===== config.mk =====
export PLATFORM = sky130hd
export DESIGN_NAME = vtsev_top
export DESIGN_NICKNAME = d
export VERILOG_FILES = /design/src/vtsev_pkg.sv /design/src/vtsev_counter.sv /design/src/vtsev_top.sv
export VERILOG_INCLUDE_DIRS = /design/src /design/src/src
export SDC_FILE = /design/constraint.sdc
export NUM_CORES = 2
export LEC_CHECK = 0
export BUFFER_PORTS_ARGS = -buffer_cell sky130_fd_sc_hd__buf_2
export CAP_MARGIN = 20
export CORE_UTILIZATION = 41
export CTS_CLUSTER_DIAMETER = 100
export DETAILED_ROUTE_END_ITERATION = 12
export GPL_TIMING_DRIVEN = 0
export PLACE_DENSITY = 0.67
export SLEW_MARGIN = 5
export SYNTH_ARGS = -nofsm -noshare
export SYNTH_HDL_FRONTEND = slang
export SYNTH_SLANG_ARGS = --single-unit

===== constraint.sdc =====
create_clock -name clk_sys_i -period 19.72 [get_ports clk_sys_i]
set_input_delay 0.986 -clock clk_sys_i [delete_from_list [all_inputs] [get_ports clk_sys_i]]
set_output_delay 0.986 -clock clk_sys_i [all_outputs]
set_load 0.1 [all_outputs]

===== src/vtsev_map.svh =====
`ifndef VTSEV_MAP_SVH
`define VTSEV_MAP_SVH

// Clock and program cycle
`define VTSEV_CLK_KHZ 40000
`define VTSEV_CYCLE_MS 5
// Longest operate delay in program-cycle steps (1800 s / 5 ms)
`define VTSEV_DELAY_MAX 19'h57e40
`define VTSEV_REC_DEPTH 12
`define VTSEV_N_SRC 6
`define VTSEV_N_EV 12

// Event sources, event code is source * 2 plus one for the off edge
`define VTSEV_SRC_START 0
`define VTSEV_SRC_TRIP 1
`define VTSEV_SRC_BLOCK 2
`define VTSEV_SRC_LINE 3
`define VTSEV_SRC_BFUSE 4
`define VTSEV_SRC_LFUSE 5

// Register byte offsets
`define VTSEV_OFS_MODE 8'h00
`define VTSEV_OFS_DELAY 8'h04
`define VTSEV_OFS_EVSEL 8'h08
`define VTSEV_OFS_CNTCLR 8'h0c
`define VTSEV_OFS_STATUS 8'h10
`define VTSEV_OFS_REMAIN 8'h14
`define VTSEV_OFS_CNT_START 8'h18
`define VTSEV_OFS_CNT_BUS 8'h1c
`define VTSEV_OFS_CNT_LINE 8'h20
`define VTSEV_OFS_CNT_BLOCK 8'h24
`define VTSEV_OFS_REC_SEL 8'h28
`define VTSEV_OFS_REC_TS_LO 8'h2c
`define VTSEV_OFS_REC_TS_HI 8'h30
`define VTSEV_OFS_REC_INFO 8'h34
`define VTSEV_OFS_REC_ANG_AB 8'h38
`define VTSEV_OFS_REC_ANG_CD 8'h3c
`define VTSEV_OFS_REC_REMAIN 8'h40

// Reset values
`define VTSEV_MODE_RST 3'h0
`define VTSEV_DELAY_RST 19'h000c8
`define VTSEV_EVSEL_RST 12'hfff

`endif


===== src/vtsev_pkg.sv =====
`default_nettype none
package vtsev_pkg;
	typedef enum logic [2:0] {
		VTSEV_MODE_ON, VTSEV_MODE_BLOCKED, VTSEV_MODE_TEST,
		VTSEV_MODE_TEST_BLOCKED, VTSEV_MODE_OFF
	} vtsev_mode_type;
	typedef enum logic [2:0] {
		VTSEV_COND_NORMAL, VTSEV_COND_START,
		VTSEV_COND_LINE_FAIL, VTSEV_COND_BUS_FAIL, VTSEV_COND_BLOCKED
	} vtsev_cond_type;
	typedef enum logic [2:0] {
		VTSEV_BUS_DEAD, VTSEV_BUS_OK_SEQ_OK, VTSEV_BUS_OK_SEQ_REV,
		VTSEV_BUS_OK_SEQ_UNDEF, VTSEV_BUS_FAULT
	} vtsev_bus_type;
	typedef enum logic [1:0] {
		VTSEV_VOLT_NONE, VTSEV_VOLT_OK, VTSEV_VOLT_LOW
	} vtsev_volt_type;
endpackage : vtsev_pkg
`default_nettype wire


===== src/vtsev_counter.sv =====
`default_nettype none
module vtsev_counter #(
	parameter int W = 16
) (
	// Clock and reset
	input wire logic clk_sys_i,
	input wire logic arst_n_i,
	// Control
	input wire logic inc_i,
	input wire logic clr_i,
	// Value
	output logic [W-1:0] count_o
);
	always_ff @(posedge clk_sys_i or negedge arst_n_i) begin
		if (!arst_n_i) begin
			count_o <= '0;
		end else if (clr_i) begin
			// An occurrence in the clearing cycle is still counted
			count_o <= inc_i ? {{(W-1){1'b0}}, 1'b1} : '0;
		end else if (inc_i && !(&count_o)) begin
			count_o <= count_o + 1'b1;
		end
	end

	a_clear_zero: assert property (@(posedge clk_sys_i) disable iff (!arst_n_i)
		clr_i && !inc_i |=> count_o == '0)
		else $error("counter not zero after clear");
	a_count_step: assert property (@(posedge clk_sys_i) disable iff (!arst_n_i)
		inc_i && !clr_i && !(&count_o) |=> count_o == $past(count_o) + 1'b1)
		else $error("counter missed an occurrence");
endmodule : vtsev_counter
`default_nettype wire


===== src/vtsev_top.sv =====
`include "vtsev_map.svh"
`default_nettype none
// How it works
// - Blocking input sampled at each cycle start
// - Pick-up unblocked gives start and timing
// - Pick-up while blocked gives blocked only
// - Blocking drops start, releases like pick-up
// - Definite-time delay from start to alarm
// - Per-event selection of on/off edges
// - Every event carries its time stamp
// - Four resettable occurrence counters
// - Ring of twelve newest records
// - Records captured on on-edges only
// - Record holds four voltage channel statuses
// - Five-state system status, live and recorded
// - Record holds four angle differences
// - Live condition state of five values
// - Remaining time published in 5 ms steps
// - Expected operating time published
// - On and off events for six sources
// - Operating mode reported, five values
// - Status available as plain binary outputs
// - Pick-up: one low or two high
module vtsev_top import vtsev_pkg::*; #(
	parameter int TIME_W = 19,
	parameter int CNT_W = 16,
	parameter int CYCLE_CLKS = `VTSEV_CYCLE_MS * `VTSEV_CLK_KHZ
) (
	// Clock and reset
	input wire logic clk_sys_i,
	input wire logic arst_n_i,
	// Measurement and blocking
	input wire logic [2:0] phase_low_i,
	input wire logic [2:0] phase_high_i,
	input wire logic block_i,
	input wire logic line_fail_i,
	input wire logic bus_fuse_fail_i,
	input wire logic line_fuse_fail_i,
	input wire logic [7:0] volt_status_i,
	input wire logic [1:0] seq_i,
	input wire logic [63:0] angle_diff_i,
	input wire logic [47:0] timestamp_i,
	// Register port
	input wire logic [7:0] addr_i,
	input wire logic [31:0] wdata_i,
	input wire logic wr_stb_i,
	input wire logic rd_stb_i,
	output logic [31:0] rdata_o,
	// Status outputs
	output logic start_o,
	output logic blocked_o,
	output logic bus_alarm_o,
	output logic line_alarm_o,
	output vtsev_cond_type cond_o,
	output vtsev_bus_type bus_status_o,
	output vtsev_mode_type mode_o,
	output logic [TIME_W-1:0] remain_o,
	output logic [TIME_W-1:0] expected_o,
	// Event stream
	output logic ev_valid_o,
	output logic [3:0] ev_code_o,
	output logic [47:0] ev_stamp_o
);
	localparam int NS = `VTSEV_N_SRC;
	localparam int NE = `VTSEV_N_EV;
	localparam int RD = `VTSEV_REC_DEPTH;

	logic [31:0] cyc_cnt;
	logic tick;
	logic [2:0] mode_reg;
	logic [TIME_W-1:0] delay_reg;
	logic [NE-1:0] evsel;
	logic [3:0] cnt_clr;
	logic [3:0] rec_sel;
	logic start_q, trip_q, blocked_q, line_q, bfuse_q, lfuse_q;
	logic [TIME_W-1:0] remain;
	logic [NS-1:0] stat, stat_d, on_edge, off_edge;
	logic [NE-1:0] pend, req, grant;
	logic [47:0] ts_q;
	logic active, blk_now, pickup, pick, next_start;
	logic [TIME_W-1:0] next_remain;
	vtsev_mode_type mode;
	vtsev_bus_type bus_now;
	logic [3:0] wr_ptr, rec_count, rec_code;
	logic rec_we;
	logic [47:0] rec_ts [RD];
	logic [14:0] rec_info [RD];
	logic [63:0] rec_ang [RD];
	logic [TIME_W-1:0] rec_rem [RD];
	logic [CNT_W-1:0] cnt_start, cnt_bus, cnt_line, cnt_block;

	// Program cycle tick
	assign tick = (cyc_cnt == 32'(CYCLE_CLKS - 1));
	always_ff @(posedge clk_sys_i or negedge arst_n_i) begin
		if (!arst_n_i) begin
			cyc_cnt <= '0;
		end else if (tick) begin
			cyc_cnt <= '0;
		end else begin
			cyc_cnt <= cyc_cnt + 32'h1;
		end
	end

	// Register writes
	always_ff @(posedge clk_sys_i or negedge arst_n_i) begin
		if (!arst_n_i) begin
			mode_reg <= `VTSEV_MODE_RST;
			delay_reg <= `VTSEV_DELAY_RST;
			evsel <= `VTSEV_EVSEL_RST;
			rec_sel <= 4'h0;
		end else if (wr_stb_i) begin
			case (addr_i)
				`VTSEV_OFS_MODE: mode_reg <= wdata_i[2:0];
				`VTSEV_OFS_DELAY: begin
					// Clamp to the longest operate delay, 1800 s in program-cycle steps
					if (wdata_i[TIME_W-1:0] > `VTSEV_DELAY_MAX) begin
						delay_reg <= `VTSEV_DELAY_MAX;
					end else begin
						delay_reg <= wdata_i[TIME_W-1:0];
					end
				end
				`VTSEV_OFS_EVSEL: evsel <= wdata_i[NE-1:0];
				`VTSEV_OFS_REC_SEL: rec_sel <= wdata_i[3:0];
				default: ;
			endcase
		end
	end
	assign cnt_clr = (wr_stb_i && addr_i == `VTSEV_OFS_CNTCLR) ?
		wdata_i[3:0] : 4'h0;

	// Mode decode; unknown codes behave as off
	always_comb begin
		case (mode_reg)
			3'h0: mode = VTSEV_MODE_ON;
			3'h1: mode = VTSEV_MODE_BLOCKED;
			3'h2: mode = VTSEV_MODE_TEST;
			3'h3: mode = VTSEV_MODE_TEST_BLOCKED;
			default: mode = VTSEV_MODE_OFF;
		endcase
	end
	assign mode_o = mode;

	// Per-cycle decision
	assign active = (mode != VTSEV_MODE_OFF);
	assign blk_now = block_i || mode == VTSEV_MODE_BLOCKED ||
		mode == VTSEV_MODE_TEST_BLOCKED;
	assign pickup = (|phase_low_i) || (phase_high_i[0] && phase_high_i[1]) ||
		(phase_high_i[0] && phase_high_i[2]) ||
		(phase_high_i[1] && phase_high_i[2]);
	assign pick = active && pickup;
	assign next_start = pick && !blk_now;
	always_comb begin
		if (!next_start) begin
			next_remain = '0;
		end else if (!start_q) begin
			next_remain = delay_reg;
		end else if (remain != '0) begin
			next_remain = remain - 1'b1;
		end else begin
			next_remain = '0;
		end
	end

	always_ff @(posedge clk_sys_i or negedge arst_n_i) begin
		if (!arst_n_i) begin
			start_q <= 1'b0;
			trip_q <= 1'b0;
			blocked_q <= 1'b0;
			line_q <= 1'b0;
			bfuse_q <= 1'b0;
			lfuse_q <= 1'b0;
			remain <= '0;
			ts_q <= '0;
		end else if (tick) begin
			// Blocking during start drops it like a lost pick-up
			start_q <= next_start;
			trip_q <= next_start && next_remain == '0;
			blocked_q <= pick && blk_now;
			line_q <= active && !blk_now && line_fail_i;
			bfuse_q <= active && bus_fuse_fail_i;
			lfuse_q <= active && line_fuse_fail_i;
			remain <= next_remain;
			ts_q <= timestamp_i;
		end
	end

	// Live bus status
	always_comb begin
		if (volt_status_i == 8'h00) begin
			bus_now = VTSEV_BUS_DEAD;
		end else if (pickup) begin
			bus_now = VTSEV_BUS_FAULT;
		end else begin
			case (seq_i)
				2'h0: bus_now = VTSEV_BUS_OK_SEQ_OK;
				2'h1: bus_now = VTSEV_BUS_OK_SEQ_REV;
				default: bus_now = VTSEV_BUS_OK_SEQ_UNDEF;
			endcase
		end
	end

	// Published status, all from flip-flops
	always_ff @(posedge clk_sys_i or negedge arst_n_i) begin
		if (!arst_n_i) begin
			cond_o <= VTSEV_COND_NORMAL;
			bus_status_o <= VTSEV_BUS_DEAD;
			expected_o <= '0;
		end else begin
			bus_status_o <= bus_now;
			expected_o <= delay_reg;
			if (blocked_q) begin
				cond_o <= VTSEV_COND_BLOCKED;
			end else if (trip_q) begin
				cond_o <= VTSEV_COND_BUS_FAIL;
			end else if (line_q) begin
				cond_o <= VTSEV_COND_LINE_FAIL;
			end else if (start_q) begin
				cond_o <= VTSEV_COND_START;
			end else begin
				cond_o <= VTSEV_COND_NORMAL;
			end
		end
	end
	assign start_o = start_q;
	assign blocked_o = blocked_q;
	assign bus_alarm_o = trip_q;
	assign line_alarm_o = line_q;
	assign remain_o = remain;

	// Edge detection of the six event sources
	assign stat = {lfuse_q, bfuse_q, line_q, blocked_q, trip_q, start_q};
	always_ff @(posedge clk_sys_i or negedge arst_n_i) begin
		if (!arst_n_i) begin
			stat_d <= '0;
		end else begin
			stat_d <= stat;
		end
	end
	assign on_edge = stat & ~stat_d;
	assign off_edge = ~stat & stat_d;
	always_comb begin
		req = '0;
		for (int i = 0; i < NS; i++) begin
			req[2*i] = on_edge[i] && evsel[2*i];
			req[2*i+1] = off_edge[i] && evsel[2*i+1];
		end
	end

	// Pending events drain lowest code first, one per clock. All edges of
	// one program cycle share its stamp; draining takes far less than a cycle.
	assign grant = pend & (~pend + 12'h001);
	always_ff @(posedge clk_sys_i or negedge arst_n_i) begin
		if (!arst_n_i) begin
			pend <= '0;
		end else begin
			pend <= (pend & ~grant) | req;
		end
	end
	always_ff @(posedge clk_sys_i or negedge arst_n_i) begin
		if (!arst_n_i) begin
			ev_valid_o <= 1'b0;
			ev_code_o <= 4'h0;
			ev_stamp_o <= '0;
		end else begin
			ev_valid_o <= |grant;
			ev_stamp_o <= ts_q;
			ev_code_o <= 4'h0;
			for (int i = 0; i < NE; i++) begin
				if (grant[i]) begin
					ev_code_o <= 4'(i);
				end
			end
		end
	end

	// Record ring
	assign rec_we = |on_edge;
	always_comb begin
		rec_code = 4'h0;
		for (int i = NS - 1; i >= 0; i--) begin
			if (on_edge[i]) begin
				rec_code = 4'(2 * i);
			end
		end
	end
	always_ff @(posedge clk_sys_i or negedge arst_n_i) begin
		if (!arst_n_i) begin
			wr_ptr <= 4'h0;
			rec_count <= 4'h0;
		end else if (rec_we) begin
			// Oldest entry is overwritten once the ring is full
			wr_ptr <= (wr_ptr == 4'(RD - 1)) ? 4'h0 : wr_ptr + 4'h1;
			if (rec_count != 4'(RD)) begin
				rec_count <= rec_count + 4'h1;
			end
		end
	end
	always_ff @(posedge clk_sys_i) begin
		if (rec_we) begin
			rec_ts[wr_ptr] <= ts_q;
			rec_info[wr_ptr] <= {bus_now, volt_status_i, rec_code};
			rec_ang[wr_ptr] <= angle_diff_i;
			rec_rem[wr_ptr] <= remain;
		end
	end

	// Occurrence counters
	vtsev_counter #(.W(CNT_W)) u_cnt_start (.clk_sys_i(clk_sys_i),
		.arst_n_i(arst_n_i), .inc_i(on_edge[`VTSEV_SRC_START]),
		.clr_i(cnt_clr[0]), .count_o(cnt_start));
	vtsev_counter #(.W(CNT_W)) u_cnt_bus (.clk_sys_i(clk_sys_i),
		.arst_n_i(arst_n_i), .inc_i(on_edge[`VTSEV_SRC_TRIP]),
		.clr_i(cnt_clr[1]), .count_o(cnt_bus));
	vtsev_counter #(.W(CNT_W)) u_cnt_line (.clk_sys_i(clk_sys_i),
		.arst_n_i(arst_n_i), .inc_i(on_edge[`VTSEV_SRC_LINE]),
		.clr_i(cnt_clr[2]), .count_o(cnt_line));
	vtsev_counter #(.W(CNT_W)) u_cnt_block (.clk_sys_i(clk_sys_i),
		.arst_n_i(arst_n_i), .inc_i(on_edge[`VTSEV_SRC_BLOCK]),
		.clr_i(cnt_clr[3]), .count_o(cnt_block));

	// Register reads, data in the cycle after the strobe only
	always_ff @(posedge clk_sys_i or negedge arst_n_i) begin
		if (!arst_n_i) begin
			rdata_o <= '0;
		end else if (!rd_stb_i) begin
			rdata_o <= '0;
		end else begin
			case (addr_i)
				`VTSEV_OFS_MODE: rdata_o <= 32'(mode_reg);
				`VTSEV_OFS_DELAY: rdata_o <= 32'(delay_reg);
				`VTSEV_OFS_EVSEL: rdata_o <= 32'(evsel);
				`VTSEV_OFS_STATUS: rdata_o <= 32'({bus_status_o, cond_o, stat});
				`VTSEV_OFS_REMAIN: rdata_o <= 32'(remain);
				`VTSEV_OFS_CNT_START: rdata_o <= 32'(cnt_start);
				`VTSEV_OFS_CNT_BUS: rdata_o <= 32'(cnt_bus);
				`VTSEV_OFS_CNT_LINE: rdata_o <= 32'(cnt_line);
				`VTSEV_OFS_CNT_BLOCK: rdata_o <= 32'(cnt_block);
				`VTSEV_OFS_REC_SEL: rdata_o <= 32'({wr_ptr, rec_count, rec_sel});
				default: rdata_o <= '0;
			endcase
			if (rec_sel < 4'(RD)) begin
				case (addr_i)
					`VTSEV_OFS_REC_TS_LO: rdata_o <= rec_ts[rec_sel][31:0];
					`VTSEV_OFS_REC_TS_HI: rdata_o <= 32'(rec_ts[rec_sel][47:32]);
					`VTSEV_OFS_REC_INFO: rdata_o <= 32'(rec_info[rec_sel]);
					`VTSEV_OFS_REC_ANG_AB: rdata_o <= rec_ang[rec_sel][31:0];
					`VTSEV_OFS_REC_ANG_CD: rdata_o <= rec_ang[rec_sel][63:32];
					`VTSEV_OFS_REC_REMAIN: rdata_o <= 32'(rec_rem[rec_sel]);
					default: ;
				endcase
			end
		end
	end

	a_status_on_tick: assert property (@(posedge clk_sys_i) disable iff (!arst_n_i)
		!$past(tick) |-> $stable(stat))
		else $error("status changed outside a program cycle");
	a_start_unblocked: assert property (@(posedge clk_sys_i) disable iff (!arst_n_i)
		tick && pick && !blk_now |=> start_q)
		else $error("start missing on unblocked pick-up");
	a_blocked_no_start: assert property (@(posedge clk_sys_i) disable iff (!arst_n_i)
		tick && pick && blk_now |=> blocked_q && !start_q && !trip_q)
		else $error("blocked pick-up still started");
	a_block_drops_start: assert property (@(posedge clk_sys_i) disable iff (!arst_n_i)
		tick && start_q && blk_now |=> !start_q && remain == '0)
		else $error("start held while blocked");
	a_trip_needs_start: assert property (@(posedge clk_sys_i) disable iff (!arst_n_i)
		trip_q |-> start_q && remain == '0)
		else $error("alarm without expired start");
	a_remain_step: assert property (@(posedge clk_sys_i) disable iff (!arst_n_i)
		tick && start_q && next_start && remain != '0 |=>
		remain == $past(remain) - 1'b1)
		else $error("remaining time did not step");
	a_event_select: assert property (@(posedge clk_sys_i) disable iff (!arst_n_i)
		|req |-> ##2 ev_valid_o)
		else $error("selected event not emitted");
	a_event_stamp: assert property (@(posedge clk_sys_i) disable iff (!arst_n_i)
		ev_valid_o |-> ev_stamp_o == ts_q)
		else $error("event stamp mismatch");
	a_ring_wrap: assert property (@(posedge clk_sys_i) disable iff (!arst_n_i)
		rec_we && wr_ptr == 4'(RD - 1) |=> wr_ptr == 4'h0)
		else $error("record ring did not wrap");
endmodule : vtsev_top
`default_nettype wire


==> impl_metrics.yaml <==
grt:
  grtUsageMet2_pct: 36.1
  met1_usage_pct: 30.6
  grt_max_degree: 99
  grt_use_total_pct: 23.2
  grt_pass1_vias: 43400
  grt_pass1_wl_um: 325000
  antenna_found_initial: 50
  met3_usage_pct: 6.15
  overflow: 0
  busiest_layer: "met2"
sta:
  hold_violations: 0
  slew_violations: 0
  fin_crit_sh_pct: 27.3
  rsz0062_at_grt: "no"
  setup_viol: 0
  worstMarginPinSlew_ns: 1.38
  fmax_ghz: 0.186
  final.setup_skew_ns: 0.0606
  relSlewSlack_pct: 8.32
  fin_crit_ns: 5.39
  final.setup.tns_ns: 0
drt:
  ant_nets: 0
  routedWlPerCell_um: 30.6
  drtIter0Drc: 5954
  routed_wl_um: 232000
  vias: 44600
  route.detailed.drc: 0
  routed_via_density: 5.88
  firstDrtPassIters: 9
floorplan:
  chipWidth_um: 445
  io_pins: 312
  die-area_um2: 198000
  row_count: 162
  initial_core_util_pct: 41.3
  core_um2: 195000
  die_y_um: 445
clocking:
  ctsResizeCount: 0
  worstSkewPairLatency_ns: 0.87
  holdBufCountCts: 1
  cts.sinks: 2082
  clockBufferDepth: 3
  cts_tree: "built"
  clk_pin_slew_ns: 0.06
  cts_buffers: 204
  post-cts-setup-buffer-count: 0
  cts-root-buf: "clkbuf_16"
  cts_max_level: 4
cells_and_area:
  fin_area_um2: 94100
  drive_above_1_share_pct: 25.4
  top_register: "rec_ang"
  biggestRegsByFlops: "rec_ang x768, rec_ts x576, rec_rem x228"
  largest_reg_flops: 768
  fin_nets: 4958
  area_growth_pct: 16.8
logic_synthesis:
  async_flop_share_pct: 16.4
  syn_inst: 4173
  yosys.area.top_type_share_pct: 64.8
  synth.cell_area_um2: 80600
  synth_area_leaders: "edfxtp_1 65%, mux4_2 12%, dfrtp_1 10%"
  yosysSeqAreaShare_pct: 75.5
  yosysMostFrequentCell: "edfxtp_1"
  synthTopCellsByCount: "1740 x edfxtp_1, 435 x mux4_2, 327 x dfrtp_1, 278 x nand2_1, 162 x nor2_1"
  ys_ff_latch: 2082
  ys.flop_type: "edfxtp_1"
  avgSynthCellArea_um2: 19.3
  yosys_warnings: 0
  synth-edff-count: 1740
  yosysUniqueCellTypes: 76
  synth_fp_nets: 4362
  synth_top_cell_by_area: "edfxtp_1"
hold_path:
  hold_class: "input port to flip-flop"
pwr:
  power_density_nw_per_um2: 97.2
  total_power_mw: 9.15
  vdd.ir_drop.worst_mv: 0.0892
  cellLeakagePower_nw: 32.2
worst_setup_path:
  r2r_start: "rec_sel[1]$_DFFE_PN0P_"
  r2r_end: "rdata_o[15]$_DFF_PN0_"
  r2r_cells: 8
  timing.critical_path.mode_cell: "clkbuf_1"
  path_class: "flip-flop to flip-flop"
  critPathSlowestCell: "a221oi_1"
  path_cells: "clkbuf_1 > clkbuf_1 > clkbuf_1 > mux4_2 > nand2_1 > o21ai_0 > a221oi_1 > o22ai_1"
  rrSetupSlack_ns: 14.33
  cp-start-kind: "flip-flop"
  crit_fanout: 10
  critPathLaunch: "rec_sel[1]$_DFFE_PN0P_"
  cp_data_required_time_ns: 20.32
  crit_end: "rdata_o[15]$_DFF_PN0_"
  worstPathArrival_ns: 5.99
  endpoint_kind: "flip-flop"
  max_stage_delay_ns: 1.16
flow_run:
  cap_viol_max_count: 0
place:
  post_dp_cell_area_um2: 87000
  numPortBuffers: 295
  dp_hpwl_um: 156000
  gp_congestion: 0.949
outcome:
  outcome: "finished, final reports clean"
[logic make-up (layout without fill, tap and decap cells)]
kind of cell               Yosys count  after routing  synth area share (%)
AOI/OAI and AO/OA                  453            453                  3.77
xor gates and xnor gates            91             91                 0.989
adders and majority gates           14             14                 0.214
buffers and inverters              242           1015                  1.21
DFF                               2082           2082                  75.5
muxes                              606            606                  14.3
other                                0             19                     0
and+or+nand+nor                    685            685                  4.00
[placed cells by master (no fill, tap or decap), types with 83 or more instances in the layout]
cell and instances:
edfxtp_1 1740, mux4_2 435, buf_2 350, dfrtp_1 327, nand2_1 278, clkbuf_16 207, clkbuf_1 183, nor2_1 161
mux2i_1 151, o21ai_0 83
[metrics by stage]
stage | hold WS, ns | utilization, % | instances | setup slack (ns)
floorplan | 0.388 | - | 4173 | 6.94
global placement | 0.412 | 43.8 | 7092 | -4.52
detailed placement | 0.415 | 44.6 | 7175 | 14.02
CTS | 0.260 | 48.2 | 7559 | 14.74
global route | 0.306 | 48.3 | 7584 | 14.45
finish | 0.316 | 48.3 | 7589 | 14.33
[worst max-delay path, delay by kind of cell, from the launching register on]
kind	cells	cell delay, ns
buf+inv	3	2.50
compound gates	3	1.70
flops	1	0.44
mux	1	0.42
simple gates	1	0.08
[power breakdown]
group | switching [mW] | internal [mW] | leakage, nW
clock | 1.71 | 2.31 | 3.39
sequential | 0.0186 | 4.75 | 20.8
combinational | 0.229 | 0.126 | 7.91
total | 1.96 | 7.19 | 32.2
[how the worst min path moves through the flow]
| stage | cells past startpoint | slack (ns) | to | startpoint |
|---|---|---|---|---|
| final | 3 | 0.32 | ts_q[42]$_DFFE_PN0N_ | timestamp_i[42] |
| after global routing | 3 | 0.31 | ts_q[13]$_DFFE_PN0N_ | timestamp_i[13] |
| after CTS | 3 | 0.26 | ts_q[42]$_DFFE_PN0N_ | timestamp_i[42] |
| after detailed placement | 0 | 0.41 | stat_d[0]$_DFF_PN0_ | start_o$_DFFE_PN0N_ |
| after global placement | 0 | 0.41 | stat_d[0]$_DFF_PN0_ | start_o$_DFFE_PN0N_ |
| after floorplan | 0 | 0.39 | expected_o[5]$_DFF_PN0_ | delay_reg[5]$_DFFE_PN0P_ |
[area by class of cell]
cell class / instances / area, µm²
fillers: 16100 / 101000
diodes: 19 / 47.5
well taps: 2624 / 3280
clock buffers: 267 / 5530
clock inverters: 116 / 1460
repair buffers: 390 / 3150
flip-flops and latches: 2082 / 60800
inverters: 25 / 93.8
plain buffers: 217 / 896
multi-input cells: 1849 / 18800
[metal layers]
layer  up-vias  share of wire [%]
met5         -               0.12
li1      18200                  -
met4        36                4.9
met3       488                 10
met2      2603                 47
met1     23400                 38
Note: power is estimated with default switching activity, not from simulation.
